==> config.mk <==
export PLATFORM = sky130hd
export DESIGN_NAME = user_format_and_clock_crosspoint
export DESIGN_NICKNAME = d
export VERILOG_FILES = /design/src/verilog/ufcx_pkg.sv /design/src/verilog/ufcx_hsync_meter.sv /design/src/verilog/user_format_and_clock_crosspoint.sv
export SDC_FILE = /design/constraint.sdc
export NUM_CORES = 1
export LEC_CHECK = 0
export BUFFER_PORTS_ARGS = -buffer_cell sky130_fd_sc_hd__buf_2
export CORE_MARGIN = 5
export CORE_UTILIZATION = 45
export CTS_CLUSTER_DIAMETER = 50
export DETAILED_ROUTE_END_ITERATION = 16
export SYNTH_ARGS = -nofsm -noshare
export SYNTH_HDL_FRONTEND = slang
export SYNTH_SLANG_ARGS = --single-unit
==> constraint.sdc <==
create_clock -name clk_sys -period 12.9 [get_ports clk_sys]
set_input_delay 1.29 -clock clk_sys [delete_from_list [all_inputs] [get_ports clk_sys]]
set_output_delay 1.29 -clock clk_sys [all_outputs]
set_load 0.02 [all_outputs]
==> src/verilog/ufcx_pkg.sv <==
package ufcx_pkg;

  // ****************************************
  // Register offsets on the serial register port
  // ****************************************
  localparam logic [7:0] ADDR_FORMAT_SEL = 8'h08;
  localparam logic [7:0] ADDR_CROSSPOINT = 8'h09;
  localparam logic [7:0] ADDR_PLL_FORCE = 8'h0A;
  localparam logic [7:0] ADDR_BOUND_HI_MSB = 8'h50;
  localparam logic [7:0] ADDR_BOUND_HI_LSB = 8'h52;
  localparam logic [7:0] ADDR_BOUND_LO_MSB = 8'h53;
  localparam logic [7:0] ADDR_BOUND_LO_LSB = 8'h54;
  localparam logic [7:0] ADDR_REF_DIV_HI = 8'h55;
  localparam logic [7:0] ADDR_REF_DIV_LO = 8'h56;
  localparam logic [7:0] ADDR_FB_DIV_HI = 8'h57;
  localparam logic [7:0] ADDR_FB_DIV_LO = 8'h58;
  localparam logic [7:0] ADDR_PUMP = 8'h59;
  localparam logic [7:0] ADDR_LPF_HI = 8'h5A;
  localparam logic [7:0] ADDR_LPF_LO = 8'h5B;
  localparam logic [7:0] ADDR_AFS = 8'h5C;
  localparam logic [7:0] ADDR_MISC = 8'h5D;
  localparam logic [7:0] ADDR_COUNT_MSB = 8'h5E;
  localparam logic [7:0] ADDR_COUNT_LSB = 8'h5F;
  localparam logic [7:0] ADDR_STATUS = 8'h60;

  // ****************************************
  // Field positions and widths
  // ****************************************
  localparam int MISC_EN_BIT = 7;
  localparam int MISC_ILACE_BIT = 4;
  localparam int MISC_RATE_MSB = 3;
  localparam int REF_DIV_HI_W = 2;
  localparam int FB_DIV_HI_W = 7;
  localparam int LPF_HI_W = 5;
  localparam int FORMAT_SEL_W = 5;
  localparam int FORCE_HD_BIT = 0;
  localparam int FORCE_FRAC_BIT = 1;
  localparam int STAT_MATCH_BIT = 0;
  localparam int STAT_VALID_BIT = 1;
  localparam int STAT_ILACE_BIT = 2;

  // ****************************************
  // Reset values and codes
  // ****************************************
  localparam logic [7:0] RST_BYTE = 8'h00;
  localparam logic [3:0] RST_CROSSPOINT = 4'h0;
  localparam logic [FORMAT_SEL_W-1:0] RST_FORMAT_SEL = 5'h00;
  localparam logic [FORMAT_SEL_W-1:0] USER_FORMAT_CODE = 5'h1F;
  localparam int MEAS_PERIODS = 20;
  localparam int MEAS_CNT_W = 16;

  typedef enum logic [1:0] {
    SRC_VCXO = 2'b00,
    SRC_HD = 2'b01,
    SRC_HD_FRAC = 2'b10
  } ufcx_src_t;

  typedef enum logic [3:0] {
    RATE_23_98 = 4'b0000,
    RATE_24 = 4'b0001,
    RATE_25 = 4'b0010,
    RATE_29_97 = 4'b0011,
    RATE_30 = 4'b0100,
    RATE_50 = 4'b0101,
    RATE_59_94 = 4'b0110,
    RATE_60 = 4'b0111
  } ufcx_rate_t;

  typedef enum logic [3:0] {
    XP_HD_FRAC = 4'b0000,
    XP_VCXO_VCXO = 4'b0001,
    XP_HD_HD = 4'b0010,
    XP_FRAC_FRAC = 4'b0011,
    XP_FRAC_HD = 4'b0100,
    XP_VCXO_FRAC = 4'b0101,
    XP_HD_VCXO = 4'b0110,
    XP_VCXO_HD = 4'b0111,
    XP_FRAC_VCXO = 4'b1000
  } ufcx_xp_t;

  // Returns {hdOff, fracOff, srcA, srcB}; reserved codes fall back to the default routing
  function automatic logic [5:0] xp_decode(input logic [3:0] code);
    logic [5:0] r;
    r = {1'b0, 1'b0, SRC_HD, SRC_HD_FRAC};
    case (code)
      XP_HD_FRAC: r = {1'b0, 1'b0, SRC_HD, SRC_HD_FRAC};
      XP_VCXO_VCXO: r = {1'b1, 1'b1, SRC_VCXO, SRC_VCXO};
      XP_HD_HD: r = {1'b0, 1'b1, SRC_HD, SRC_HD};
      XP_FRAC_FRAC: r = {1'b1, 1'b0, SRC_HD_FRAC, SRC_HD_FRAC};
      XP_FRAC_HD: r = {1'b0, 1'b0, SRC_HD_FRAC, SRC_HD};
      XP_VCXO_FRAC: r = {1'b1, 1'b0, SRC_VCXO, SRC_HD_FRAC};
      XP_HD_VCXO: r = {1'b0, 1'b1, SRC_HD, SRC_VCXO};
      XP_VCXO_HD: r = {1'b0, 1'b1, SRC_VCXO, SRC_HD};
      XP_FRAC_VCXO: r = {1'b1, 1'b0, SRC_HD_FRAC, SRC_VCXO};
      default: r = {1'b0, 1'b0, SRC_HD, SRC_HD_FRAC};
    endcase
    return r;
  endfunction

endpackage

==> src/verilog/ufcx_hsync_meter.sv <==
`timescale 1ns/1ps
module ufcx_hsync_meter
  import ufcx_pkg::*;
#(
  parameter int CNT_W = MEAS_CNT_W,
  parameter int PERIODS = MEAS_PERIODS
)
(
  input wire logic clk_sys,
  input wire logic rst,
  input wire logic hsyncPin,
  input wire logic interlacePin,
  output logic [CNT_W-1:0] measCount,
  output logic measDone,
  output logic interlaceObs
);

  if (PERIODS < 2 || PERIODS > 255 || CNT_W < 8)
  begin : g_chk
    $error("ufcx_hsync_meter: unsupported PERIODS or CNT_W");
  end

  localparam logic [7:0] PER_LAST = 8'(PERIODS - 1);

  typedef enum logic [0:0] {
    MS_WAIT = 1'b0,
    MS_COUNT = 1'b1
  } ufcx_meas_st_t;

  typedef struct packed {
    logic [2:0] hsSync;
    logic [2:0] ilSync;
    logic hsStable;
    logic ilStable;
    ufcx_meas_st_t st;
    logic [7:0] periods;
    logic [CNT_W-1:0] cycles;
    logic [CNT_W-1:0] count;
    logic done;
  } ufcx_meter_t;

  ufcx_meter_t s_q;
  ufcx_meter_t s_d;

  always_comb
  begin
    logic hsRise;
    hsRise = 1'b0;
    s_d = s_q;
    s_d.done = 1'b0;
    s_d.hsSync = {s_q.hsSync[1:0], hsyncPin};
    s_d.ilSync = {s_q.ilSync[1:0], interlacePin};
    // Only the second and third stages decide; the first may be metastable
    if (s_q.hsSync[1] == s_q.hsSync[2])
    begin
      s_d.hsStable = s_q.hsSync[2];
    end
    if (s_q.ilSync[1] == s_q.ilSync[2])
    begin
      s_d.ilStable = s_q.ilSync[2];
    end
    hsRise = s_d.hsStable && !s_q.hsStable;
    case (s_q.st)
      MS_WAIT:
      begin
        if (hsRise)
        begin
          s_d.st = MS_COUNT;
          s_d.cycles = '0;
          s_d.periods = '0;
        end
      end
      MS_COUNT:
      begin
        if (s_q.cycles != '1)
        begin
          s_d.cycles = s_q.cycles + CNT_W'(1);
        end
        if (hsRise)
        begin
          if (s_q.periods == PER_LAST)
          begin
            s_d.count = s_d.cycles;
            s_d.done = 1'b1;
            s_d.cycles = '0;
            s_d.periods = '0;
          end
          else
          begin
            s_d.periods = s_q.periods + 8'h01;
          end
        end
      end
      default: s_d.st = MS_WAIT;
    endcase
  end

  always_ff @(posedge clk_sys or posedge rst)
  begin
    if (rst)
    begin
      s_q <= '0;
    end
    else
    begin
      s_q <= s_d;
    end
  end

  assign measCount = s_q.count;
  assign measDone = s_q.done;
  assign interlaceObs = s_q.ilStable;

  property p_meas_window;
    @(posedge clk_sys) disable iff (rst)
    s_q.done |-> $past(s_q.periods) == PER_LAST && s_q.periods == 8'h00;
  endproperty
  a_meas_window: assert property (p_meas_window) else $error("measurement closed on wrong period");

endmodule

==> src/verilog/user_format_and_clock_crosspoint.sv <==
`timescale 1ns/1ps
// Overview of operation
// - User format detected only when enable set
// - User code selects stored interlace flag out
// - Detection needs observed interlace equal flag
// - User code selects stored frame-rate code out
// - Crosspoint code picks both clock output sources
// - Crosspoint code implies loop disable states
// - Force registers turn loops off independently
// - Frame-rate codes use fixed binary encoding
// - Count cycles across twenty hsync periods
// - Compare count with programmed min, max
module user_format_and_clock_crosspoint
  import ufcx_pkg::*;
#(
  parameter int PERIODS = MEAS_PERIODS
)
(
  input wire logic clk_sys,
  input wire logic rst,
  input wire logic regWrEn,
  input wire logic [7:0] regAddr,
  input wire logic [7:0] regWrData,
  output logic [7:0] regRdData,
  input wire logic hsyncPin,
  input wire logic interlacePin,
  input wire logic presetInterlace,
  input wire logic [3:0] presetFrameRate,
  output logic [1:0] clockOutputASrc,
  output logic [1:0] clockOutputBSrc,
  output logic hdPllOff,
  output logic hdPllFracOff,
  output logic interlaceIndicator,
  output logic [3:0] inputFrameRateCode,
  output logic userFormatMatch,
  output logic [9:0] userRefDivider,
  output logic [14:0] userFeedbackDivider,
  output logic [7:0] userPumpCurrent,
  output logic [12:0] userLinesPerFrame,
  output logic [7:0] userAudioFrameSetting
);

  // ****************************************
  // State
  // ****************************************
  typedef struct packed {
    logic [FORMAT_SEL_W-1:0] formatSel;
    logic [3:0] crosspoint;
    logic [1:0] forceOff;
    logic [15:0] boundHi;
    logic [15:0] boundLo;
    logic [REF_DIV_HI_W-1:0] refDivHi;
    logic [7:0] refDivLo;
    logic [FB_DIV_HI_W-1:0] fbDivHi;
    logic [7:0] fbDivLo;
    logic [7:0] pump;
    logic [LPF_HI_W-1:0] lpfHi;
    logic [7:0] lpfLo;
    logic [7:0] afs;
    logic userEn;
    logic userIlace;
    logic [3:0] userRate;
    logic match;
    logic measValid;
    logic [15:0] lastCount;
    logic [7:0] rdData;
    logic [1:0] srcA;
    logic [1:0] srcB;
    logic offHd;
    logic offFrac;
    logic ilaceOut;
    logic [3:0] rateOut;
  } ufcx_state_t;

  ufcx_state_t s_q;
  ufcx_state_t s_d;

  logic [MEAS_CNT_W-1:0] measCount;
  logic measDone;
  logic interlaceObs;

  ufcx_hsync_meter #(
    .CNT_W(MEAS_CNT_W),
    .PERIODS(PERIODS)
  ) u_meter (
    .clk_sys(clk_sys),
    .rst(rst),
    .hsyncPin(hsyncPin),
    .interlacePin(interlacePin),
    .measCount(measCount),
    .measDone(measDone),
    .interlaceObs(interlaceObs)
  );

  // ****************************************
  // Next state
  // ****************************************
  always_comb
  begin
    logic [5:0] xp;
    logic inRange;
    xp = '0;
    inRange = 1'b0;
    s_d = s_q;
    if (regWrEn)
    begin
      case (regAddr)
        ADDR_FORMAT_SEL: s_d.formatSel = regWrData[FORMAT_SEL_W-1:0];
        ADDR_CROSSPOINT: s_d.crosspoint = regWrData[3:0];
        ADDR_PLL_FORCE: s_d.forceOff = regWrData[1:0];
        ADDR_BOUND_HI_MSB: s_d.boundHi[15:8] = regWrData;
        ADDR_BOUND_HI_LSB: s_d.boundHi[7:0] = regWrData;
        ADDR_BOUND_LO_MSB: s_d.boundLo[15:8] = regWrData;
        ADDR_BOUND_LO_LSB: s_d.boundLo[7:0] = regWrData;
        ADDR_REF_DIV_HI: s_d.refDivHi = regWrData[REF_DIV_HI_W-1:0];
        ADDR_REF_DIV_LO: s_d.refDivLo = regWrData;
        ADDR_FB_DIV_HI: s_d.fbDivHi = regWrData[FB_DIV_HI_W-1:0];
        ADDR_FB_DIV_LO: s_d.fbDivLo = regWrData;
        ADDR_PUMP: s_d.pump = regWrData;
        ADDR_LPF_HI: s_d.lpfHi = regWrData[LPF_HI_W-1:0];
        ADDR_LPF_LO: s_d.lpfLo = regWrData;
        ADDR_AFS: s_d.afs = regWrData;
        ADDR_MISC:
        begin
          s_d.userEn = regWrData[MISC_EN_BIT];
          s_d.userIlace = regWrData[MISC_ILACE_BIT];
          s_d.userRate = regWrData[MISC_RATE_MSB:0];
        end
        default: s_d.rdData = s_q.rdData;
      endcase
    end

    inRange = (measCount >= s_q.boundLo) && (measCount <= s_q.boundHi);
    if (measDone)
    begin
      s_d.lastCount = measCount;
      s_d.measValid = 1'b1;
      s_d.match = s_q.userEn && inRange && (interlaceObs == s_q.userIlace);
    end
    s_d.match = s_d.match && s_d.userEn;

    xp = xp_decode(s_d.crosspoint);
    s_d.srcA = xp[3:2];
    s_d.srcB = xp[1:0];
    s_d.offHd = xp[5] | s_d.forceOff[FORCE_HD_BIT];
    s_d.offFrac = xp[4] | s_d.forceOff[FORCE_FRAC_BIT];

    if (s_d.formatSel == USER_FORMAT_CODE)
    begin
      s_d.ilaceOut = s_d.userIlace;
      s_d.rateOut = s_d.userRate;
    end
    else
    begin
      s_d.ilaceOut = presetInterlace;
      s_d.rateOut = presetFrameRate;
    end

    // Read data is registered: one cycle after the address
    case (regAddr)
      ADDR_FORMAT_SEL: s_d.rdData = {3'h0, s_q.formatSel};
      ADDR_CROSSPOINT: s_d.rdData = {4'h0, s_q.crosspoint};
      ADDR_PLL_FORCE: s_d.rdData = {6'h00, s_q.forceOff};
      ADDR_BOUND_HI_MSB: s_d.rdData = s_q.boundHi[15:8];
      ADDR_BOUND_HI_LSB: s_d.rdData = s_q.boundHi[7:0];
      ADDR_BOUND_LO_MSB: s_d.rdData = s_q.boundLo[15:8];
      ADDR_BOUND_LO_LSB: s_d.rdData = s_q.boundLo[7:0];
      ADDR_REF_DIV_HI: s_d.rdData = {6'h00, s_q.refDivHi};
      ADDR_REF_DIV_LO: s_d.rdData = s_q.refDivLo;
      ADDR_FB_DIV_HI: s_d.rdData = {1'b0, s_q.fbDivHi};
      ADDR_FB_DIV_LO: s_d.rdData = s_q.fbDivLo;
      ADDR_PUMP: s_d.rdData = s_q.pump;
      ADDR_LPF_HI: s_d.rdData = {3'h0, s_q.lpfHi};
      ADDR_LPF_LO: s_d.rdData = s_q.lpfLo;
      ADDR_AFS: s_d.rdData = s_q.afs;
      ADDR_MISC: s_d.rdData = {s_q.userEn, 2'h0, s_q.userIlace, s_q.userRate};
      ADDR_COUNT_MSB: s_d.rdData = s_q.lastCount[15:8];
      ADDR_COUNT_LSB: s_d.rdData = s_q.lastCount[7:0];
      ADDR_STATUS: s_d.rdData = {5'h00, interlaceObs, s_q.measValid, s_q.match};
      default: s_d.rdData = RST_BYTE;
    endcase
  end

  // ****************************************
  // Registers
  // ****************************************
  always_ff @(posedge clk_sys or posedge rst)
  begin
    if (rst)
    begin
      s_q <= '0;
      s_q.formatSel <= RST_FORMAT_SEL;
      s_q.crosspoint <= RST_CROSSPOINT;
      s_q.srcA <= SRC_HD;
      s_q.srcB <= SRC_HD_FRAC;
    end
    else
    begin
      s_q <= s_d;
    end
  end

  assign regRdData = s_q.rdData;
  assign clockOutputASrc = s_q.srcA;
  assign clockOutputBSrc = s_q.srcB;
  assign hdPllOff = s_q.offHd;
  assign hdPllFracOff = s_q.offFrac;
  assign interlaceIndicator = s_q.ilaceOut;
  assign inputFrameRateCode = s_q.rateOut;
  assign userFormatMatch = s_q.match;
  assign userRefDivider = {s_q.refDivHi, s_q.refDivLo};
  assign userFeedbackDivider = {s_q.fbDivHi, s_q.fbDivLo};
  assign userPumpCurrent = s_q.pump;
  assign userLinesPerFrame = {s_q.lpfHi, s_q.lpfLo};
  assign userAudioFrameSetting = s_q.afs;

  // ****************************************
  // Assertions
  // ****************************************
  property p_enable_gate;
    @(posedge clk_sys) disable iff (rst)
    !s_q.userEn |-> !userFormatMatch;
  endproperty
  a_enable_gate: assert property (p_enable_gate) else $error("match while user format disabled");

  property p_user_ilace;
    @(posedge clk_sys) disable iff (rst)
    regWrEn && regAddr == ADDR_MISC ##1 s_q.formatSel == USER_FORMAT_CODE
      |-> interlaceIndicator == $past(regWrData[MISC_ILACE_BIT]);
  endproperty
  a_user_ilace: assert property (p_user_ilace) else $error("interlace indicator not user flag");

  property p_ilace_mismatch;
    @(posedge clk_sys) disable iff (rst)
    measDone && interlaceObs != s_q.userIlace |=> !userFormatMatch;
  endproperty
  a_ilace_mismatch: assert property (p_ilace_mismatch) else $error("match with interlace mismatch");

  property p_user_rate;
    @(posedge clk_sys) disable iff (rst)
    s_q.formatSel == USER_FORMAT_CODE |-> inputFrameRateCode == s_q.userRate;
  endproperty
  a_user_rate: assert property (p_user_rate) else $error("frame rate code not user code");

  property p_route;
    @(posedge clk_sys) disable iff (rst)
    s_q.crosspoint == XP_VCXO_FRAC |-> clockOutputASrc == SRC_VCXO && clockOutputBSrc == SRC_HD_FRAC;
  endproperty
  a_route: assert property (p_route) else $error("wrong routing for code 0101");

  property p_implied_off;
    @(posedge clk_sys) disable iff (rst)
    s_q.crosspoint == XP_HD_HD && s_q.forceOff == 2'h0 |-> !hdPllOff && hdPllFracOff;
  endproperty
  a_implied_off: assert property (p_implied_off) else $error("wrong loop disables for code 0010");

  property p_force;
    @(posedge clk_sys) disable iff (rst)
    regWrEn && regAddr == ADDR_PLL_FORCE && regWrData[FORCE_FRAC_BIT] |=> hdPllFracOff;
  endproperty
  a_force: assert property (p_force) else $error("forced disable not applied");

  property p_above_max;
    @(posedge clk_sys) disable iff (rst)
    measDone && measCount > s_q.boundHi |=> !userFormatMatch;
  endproperty
  a_above_max: assert property (p_above_max) else $error("match above maximum bound");

  property p_match;
    @(posedge clk_sys) disable iff (rst)
    measDone && !regWrEn && s_q.userEn && interlaceObs == s_q.userIlace
      && measCount >= s_q.boundLo && measCount <= s_q.boundHi |=> userFormatMatch;
  endproperty
  a_match: assert property (p_match) else $error("valid user format not matched");

endmodule

Yosys cells after proc, flatten, opt, wreduce, memory -nomap -nowiden
Memory sizes are Yosys's and may differ from the RTL's.
Index checks and enable logic that the tools add are counted.
{ "classes": {"eq_ne": 27, "reduce_logical": 20, "muxes": 29, "bitwise_logic": 3, "magnitude_cmp": 2, "add_sub_neg": 2} }
{ "op_table": {"columns": ["operator", "count"], "rows": [
  ["$pmux W8 S19", 1],
  ["$eq A8 B7 Y1 const B", 16],
  ["$mux W103", 1],
  ["$mux W8", 10],
  ["$pmux W24 S2", 1],
  ["$mux W41", 1],
  ["$mux W33", 1],
  ["$reduce_and A2 Y1", 13],
  ["$mux W25", 1],
  ["$eq A8 B4 Y1 const B", 3],
  ["$mux W18", 1],
  ["$add A16 B1 Y16 const B", 1],
  ["$ge A16 B16 Y1", 1],
  ["$le A16 B16 Y1", 1],
  ["$mux W16", 1],
  ["$ne A16 B16 Y1 const B", 1],
  ["$mux W5", 3],
  ["$add A8 B1 Y8 const B", 1],
  ["$eq A8 B5 Y1 const B", 1],
  ["$mux W7", 1],
  ["$mux W6", 1],
  ["$eq A5 B5 Y1 const B", 1],
  ["$logic_and A1 B1 Y1", 5],
  ["$mux W2", 2],
  ["other kinds (9)", 14]
]} }
{ "totals": {"in_bits": 26, "memories": 1, "ff_bits": 190, "mem_bits_ro": 96} }
{ "memory_table": {"columns": ["memory", "depth", "word_bits", "read_ports", "rd_clocked_by_memory_dff", "write_ports", "line_no", "source"], "rows": [
  ["(no name shown)", 16, 6, 1, 0, 0, "ufcx_pkg.sv:85", "case (code)"]
]} }

Depth between registers and ports, before layout
Gate-level depths: netlist of the first run.
{ "depth": {"depth_word": 6, "mapped_depth": 9, "mapped_depth_nobuf": 7} }

Modules after synthesis
From an unflattened synthesis of the first run, not the netlist that was laid out.
{ "unflattened": {"hier_cells": 958, "hier_area_um2": 10423.7} }
{ "by_module_without_submodules": {"columns": ["mod", "area_per_inst_um2", "n_inst", "cells_each"], "rows": [
  ["user_format_and_clock_crosspoint", 7863.8, 1, 688],
  ["ufcx_hsync_meter", 2560.0, 1, 270]
]} }

Least setup slack after synthesis of the first run
OpenSTA, ideal clock, no wires.
{ "synth_timing": {"path_type": "in2reg", "startpoint": "input regAddr[1]", "endpoint": "register s_q, in the netlist clockOutputBSrc[1]", "slack_ns": 10.009, "arrival_ns": 2.830, "setup_ns": 0.060, "stages": 7, "cell_sequence": "buf_2 -> and2b_1 -> nand4_4 -> mux2_2 -> ha_1 -> mux2i_1 -> o22a_1"} }
{ "synth_rtl": {"columns": ["item", "line_no", "source"], "rows": [
  ["from (decl)", "user_format_and_clock_crosspoint.sv:22", "input wire logic [7:0] regAddr,"],
  ["to (decl)", "user_format_and_clock_crosspoint.sv:75", "ufcx_state_t s_q;"]
]} }

Worst setup path after layout of the first run
{ "layout_timing": {"startpoint": "input regAddr[0]", "endpoint": "register s_q[108] (netlist bit)"} }
{ "layout_via": {"elab_chain_len": 2} }
{ "layout_lines": {"columns": ["item", "line_no", "source"], "rows": [
  ["$eq A8 B7 Y1", "user_format_and_clock_crosspoint.sv:107", "case (regAddr)"],
  ["$reduce_and A2 Y1 (no source line)", null, null]
]} }
Every way passes these cells.
A chain may end at the register's enable or synchronous reset.

==> results.txt, run 1 <==
status -> finished, final reports clean
post-DP HPWL -> 18600 µm
gr ovfl total -> 0
Mapped Area -> 10200 µm²
critical path class -> input port to flip-flop
CP Launch Type -> input port
FMAX -> 0.275 GHz
Setup crit start -> regAddr[0]
clock tree from TritonCTS -> yes
cts-stage hold buffer count -> 0
min-delay src -> u_meter.s_d[45]
Worst Path Required -> 13150 ps
post-cts sizing count -> 0
final net count -> 1003
Final Skew -> 13.9 ps
Final Hold Fails -> 0
# fillers -> 2089
clock transition time at the flip-flop clock pins of the worst setup and hold paths -> 70 ps
RSZ-0062 raised after global routing -> no
Psw -> 0.000395 W
Leakage -> 5.28 nW
worst hold slack -> 350 ps
port bufs -> 99
slowest stage delay, CP -> 940 ps
worst skew pair latency -> 430 ps
DRT iter0 DRCs -> 477
worst path cell trace -> buf_2 > and2_1 > nand2_1 > nor4_2 > o21ai_0
Pre-antenna DRT Iters -> 5
Clock power frac -> 39.1%
Sw Share -> 28.8%
pwr dens -> 125 nW/µm²
Initial Util -> 45.5%
Max clock buf depth -> 2
GP Congestion -> 0.910
CTS sink count -> 190
combinational share of power -> 12.4%
syn nets -> 995
Slew Viols, Final -> 0
DRT Wirelength -> 25900 µm
syn avg cell area -> 11.0 µm²
Rel. slew slack -> 19.3%
initial antenna violation count -> 0
gr usage total -> 19.9%
crit end category -> flip-flop
drt wl/cell -> 21.0 µm
slew at the pin closest to its max-slew limit -> 1200 ps
Routed Antenna Nets -> 0
H-Tree Depth -> 4
largest net degree at the start of global routing -> 131
CTS Buf Count -> 17
sequential element share of the synthesized area -> 46.4%
Max FO, Critical Path -> 34
Reg2Reg Launch Point -> u_meter.s_q[43]
Pint -> 0.000978 W
Flop pwr share -> 48.5%
r2r setup slk -> 10460 ps
Core ar. -> 22500 µm²
commonest non-fill, non-tap cell in the layout -> dfrtp_1
clock root buffer -> clkbuf_16
Peak VDD IR -> 0.0738 mV
worst path arrival time -> 3880 ps
die width -> 161 µm
routed via count -> 7001
Mapped Cells -> 930
min Tclk post-route -> 3640 ps
Hold WC Path Type -> flip-flop to flip-flop
post-synthesis async set-or-reset flop share -> 100%
Final setup viols -> 0
Max Cap Violations -> 0
Post-synth EDFFs -> 0
layout cells sized above 1 -> 30.2%
Yosys warnings -> 0
most frequent cells in the layout -> 188 x dfrtp_1, 121 x mux2_2, 99 x buf_2
DRC -> 0
number of I/O pins -> 100
vias per inst -> 5.66
setup bufs post-CTS -> 0
Netlist cell types -> 80
Ant. Diodes -> 0
main flop type after synthesis -> dfrtp_1
family with the most delay on the worst path -> simple AND/OR/NAND/NOR gates
DIE HEIGHT -> 161 µm
setup tns final -> 0 ps
CP bufs+invs -> 1
Area Growth Syn to Fin -> 7.46%
die area -> 25900 µm²
FF+latch count, synth -> 190
first-pass GRT wire length -> 40600 µm
CP max-delay cell -> nor4_2
period utilization -> 28.2%
Rows -> 55
vias in the first global route -> 6860
state kept, by name, indices dropped and copies added (netlist names), 2 cells and up:
name / count
userFeedbackDivider: 15
userAudioFrameSetting: 8
s_q: 66
userLinesPerFrame: 13
userRefDivider: 10
u_meter.s_d: 4
u_meter.measCount: 16
regRdData: 8
inputFrameRateCode: 4
u_meter.s_q: 28
userPumpCurrent: 8
clockOutputBSrc: 2
clockOutputASrc: 2
final cells by class:
type	instances	area, µm²	area share, %
tap	285	357	3.24
multi-input combinational	582	4600	41.8
clock inverter	14	178	1.61
timing repair buffer	102	518	4.70
inverter	45	176	1.60
clock buffer	18	429	3.90
sequential	190	4760	43.2
stage by stage:
step                      setup WS (ps)  instance area [µm²]  utilization [%]  total power, W  instances
final                              9260                11000             48.9         0.00137       1236
after global routing               9130                11000             48.9         0.00144       1236
after CTS                          9270                11000             48.9         0.00139       1236
after detailed placement           8800                10400             46.2        0.000850       1204
after global placement             8980                10400             46.2        0.000847       1204
after floorplan                    6440                10200                -        0.000805        930
routing by layer:
layer / routed length (µm) / part of all wire (%) / GRT usage [%]
met1: 11600 / 45 / 27.3
met2: 12300 / 48 / 32.7
met3: 1340 / 5.2 / 3.57
met4: 592 / 2.3 / 5.66
met5: 0 / 0 / 0
worst paths after layout:
kind | to | cells after the start
worst min-delay path | u_meter.s_d[46] | 0
worst max-delay path | s_q[108] | 5
max in group asynchronous | u_meter.s_q[31] | 3
worst max register to register | u_meter.measCount[13] | 6
min in group asynchronous | userLinesPerFrame[5] | 2
worst min register to register | u_meter.s_d[46] | 0
cell usage after synthesis, types with 4 or more instances:
cell      count  area (µm²)
a211oi_1      7        52.6
a21o_1        5        37.5
a21oi_1      30         150
a221oi_1      5        43.8
a22o_1       14         123
a22oi_1      16         120
a31oi_1       4        25.0
and3_1        8        50.1
buf_2        17        85.1
buf_4        72         541
clkbuf_1     19        71.3
dfrtp_1     188        4700
ha_1         39         488
inv_1        43         161
mux2_2      121        1360
mux2i_1      20         200
nand2_1      71         267
nand2b_1      6        37.5
nand3_1      24         120
nand4_1      10        62.6
nor2_1       29         109
nor2b_1       9        56.3
nor3_1        4        20.0
o211ai_1      5        37.5
o21ai_0      49         245
o21ai_1       4        20.0
o22a_1        4        35.0
o22ai_1       5        31.3
o31ai_1       4        30.0
or2_2         4        25.0
xnor2_1      12         105
logic make-up after synthesis:
| family | after synthesis | synth area share [%] |
|---|---|---|
| AO/OA/AOI/OAI | 177 | 11.5 |
| XOR/XNOR | 13 | 1.11 |
| adder cells (fa/ha/maj) | 41 | 4.96 |
| buffers and inverters | 158 | 8.72 |
| flip-flops | 190 | 46.4 |
| multiplexers | 145 | 16.1 |
| AND/OR/NAND/NOR | 206 | 11.2 |
power groups by stage:
| stage | combinational (W) | clock [W] | sequential [W] |
|---|---|---|---|
| after floorplan | 0.000138 | 0 | 0.000667 |
| after global placement | 0.000169 | 0 | 0.000677 |
| after detailed placement | 0.000172 | 0 | 0.000678 |
| after CTS | 0.000173 | 0.000552 | 0.000666 |
| after global routing | 0.000190 | 0.000578 | 0.000672 |
| final | 0.000170 | 0.000536 | 0.000667 |
Note: power is estimated with default switching activity, not from simulation.
==> inputs of run 2 (changes only) <==
--- a/config.mk
+++ b/config.mk
@@ -10,6 +10,7 @@
 export CORE_UTILIZATION = 45
 export CTS_CLUSTER_DIAMETER = 50
 export DETAILED_ROUTE_END_ITERATION = 16
+export PLACE_DENSITY = 0.66
 export SYNTH_ARGS = -nofsm -noshare
 export SYNTH_HDL_FRONTEND = slang
 export SYNTH_SLANG_ARGS = --single-unit
==> constraint.sdc (replaced) <==
create_clock -name clk_sys -period 3 [get_ports clk_sys]
set_input_delay 0.3 -clock clk_sys [delete_from_list [all_inputs] [get_ports clk_sys]]
set_output_delay 0.3 -clock clk_sys [all_outputs]
set_load 0.02 [all_outputs]
==> run 2 against run 1 <==
- critical endpoint is now u_meter.s_q[18]
- sequential share of layout area down 0.64 points
- routed wire length decreased by 2.3%
- register-to-register slack got worse by 9700 ps
- largest power group unchanged
- largest cell class unchanged
- clock power increased to 4.2 times the previous value
- setup slack got worse by 8500 ps
- via count rose by 1.5%
==> results.txt, run 2 (synthesis results as in run 1) <==
status -> finished, final reports clean
pwr dens -> 526 nW/µm²
Max Cap Violations -> 0
DRT Wirelength -> 25300 µm
CTS sink count -> 190
GP Congestion -> 0.931
Area Growth Syn to Fin -> 9.07%
Tot Pwr -> 0.00588 W
Max FO, Critical Path -> 10
Core ar. -> 22500 µm²
post-DP HPWL -> 18700 µm
Reg2Reg Launch Point -> u_meter.s_q[17]
Peak VDD IR -> 0.322 mV
setup tns final -> 0 ps
Leakage -> 5.37 nW
number of I/O pins -> 100
CTS Buf Count -> 17
slowest stage delay, CP -> 620 ps
Pre-antenna DRT Iters -> 5
H-Tree Depth -> 4
Initial Util -> 45.5%
Final setup viols -> 0
largest net degree at the start of global routing -> 77
post-cts sizing count -> 0
r2r setup slk -> 730 ps
layout cells sized above 1 -> 31.4%
worst path cell trace -> ha_1 > nand3_2 > nor4_4 > nand2_2 > o21ai_0 > a32o_1
RSZ-0062 raised after global routing -> no
critical path class -> flip-flop to flip-flop
Final Skew -> 11.5 ps
initial antenna violation count -> 0
FMAX -> 0.441 GHz
DIE HEIGHT -> 161 µm
Final Hold Fails -> 0
CP bufs+invs -> 0
drt wl/cell -> 20.2 µm
slew at the pin closest to its max-slew limit -> 805 ps
DRT iter0 DRCs -> 612
period utilization -> 75.6%
clock root buffer -> clkbuf_16
gr usage total -> 20.1%
depth of the worst register-to-register path -> 6
gr ovfl total -> 0
die width -> 161 µm
Slew Viols, Final -> 0
DRC -> 0
die area -> 25900 µm²
vias in the first global route -> 7252
family with the most delay on the worst path -> simple AND/OR/NAND/NOR gates
register with the most flip-flops -> s_q
max FFs per register -> 66
worst path arrival time -> 2640 ps
most frequent cells in the layout -> 188 x dfrtp_1, 121 x mux2_2, 99 x buf_2
Routed Antenna Nets -> 0
clock transition time at the flip-flop clock pins of the worst setup and hold paths -> 80 ps
Setup crit start -> u_meter.s_q[17]
CP Launch Type -> flip-flop
clock tree from TritonCTS -> yes
Regs by FF count -> s_q: 66 flops, u_meter.s_q: 28 flops, u_meter.measCount: 16 flops
Hold WC Path Type -> input port to flip-flop
routed via count -> 7107
min Tclk post-route -> 2270 ps
commonest non-fill, non-tap cell in the layout -> dfrtp_1
first-pass GRT wire length -> 41400 µm
pre-CTS setup slack -> 703 ps
crit end category -> flip-flop
CP max-delay cell -> nor4_4
WP depth -> 6
Critical R2R Capture -> u_meter.s_q[18]
Rel. slew slack -> 46.3%
final net count -> 1023
Ant. Diodes -> 0
Max clock buf depth -> 2
crit path capture -> u_meter.s_q[18]
worst skew pair latency -> 440 ps
slack of the critical path -> 733 ps
vias per inst -> 5.66
worst hold slack -> 86.1 ps
Rows -> 55
Worst Path Required -> 3370 ps
port bufs -> 99
## run 2: cell types whose count changed in the layout (fill, tap and decap cells not counted), sizes merged, moves of 2 or more
cell,before,now
buf,102,119
clkinv,9,6
dlygate4sd3,0,3
clkinvlp,0,2
## run 2: stage by stage
| step | util, % | instances | instance area [µm²] |
|---|---|---|---|
| after floorplan | - | 930 | 10300 |
| after global routing | 49.7 | 1256 | 11200 |
| after CTS | 49.7 | 1256 | 11200 |
| after detailed placement | 46.9 | 1221 | 10600 |
| final | 49.7 | 1256 | 11200 |
| after global placement | 46.9 | 1221 | 10600 |
## run 2: power by group
group          switching, W  internal, W
clock network       0.00111      0.00116
logic              0.000434     0.000308
registers          0.000155      0.00271
total               0.00170      0.00418
## run 2: routing by layer
layer	global-route usage, %	routed length [µm]	vias to the layer above	share of wire, %
met5	0	0	-	0
met4	5.39	441	0	1.7
met3	3.23	1400	32	5.5
met2	33.0	12200	223	48
met1	27.8	11300	3518	45
li1	-	-	3334	-
## run 2: how the worst min path moves through the flow
| stage | start | to | depth (start not counted) |
|---|---|---|---|
| finish | presetFrameRate[1] | inputFrameRateCode[1] | 2 |
| global route | presetFrameRate[1] | inputFrameRateCode[1] | 2 |
| CTS | presetFrameRate[3] | inputFrameRateCode[3] | 2 |
| detailed placement | rst | userLinesPerFrame[5] | 2 |
| global placement | rst | userLinesPerFrame[5] | 2 |
| floorplan | u_meter.s_d[45] | u_meter.s_d[46] | 0 |
## run 2: area by class of cell
type / count / area [µm²]
clock buffer: 19 / 453
multi-input combinational: 582 / 4600
tap: 285 / 357
inverter: 45 / 173
sequential: 190 / 4760
fill: 2020 / 11300
clock inverter: 13 / 140
timing repair buffer: 122 / 701
## run 2: worst register-to-register path, stage by stage, from the launching register on
cell,delay [ps]
dfrtp_1,450
ha_1,250
nand3_2,200
nor4_4,620
nand2_2,240
o21ai_0,280
a32o_1,160
## run 2: what timing repair did
item | 4_1_cts | 5_1_grt
hold endpoints to repair | 11 | 0
hold buffers | 3 | 0
setup buffers | 0 | 0
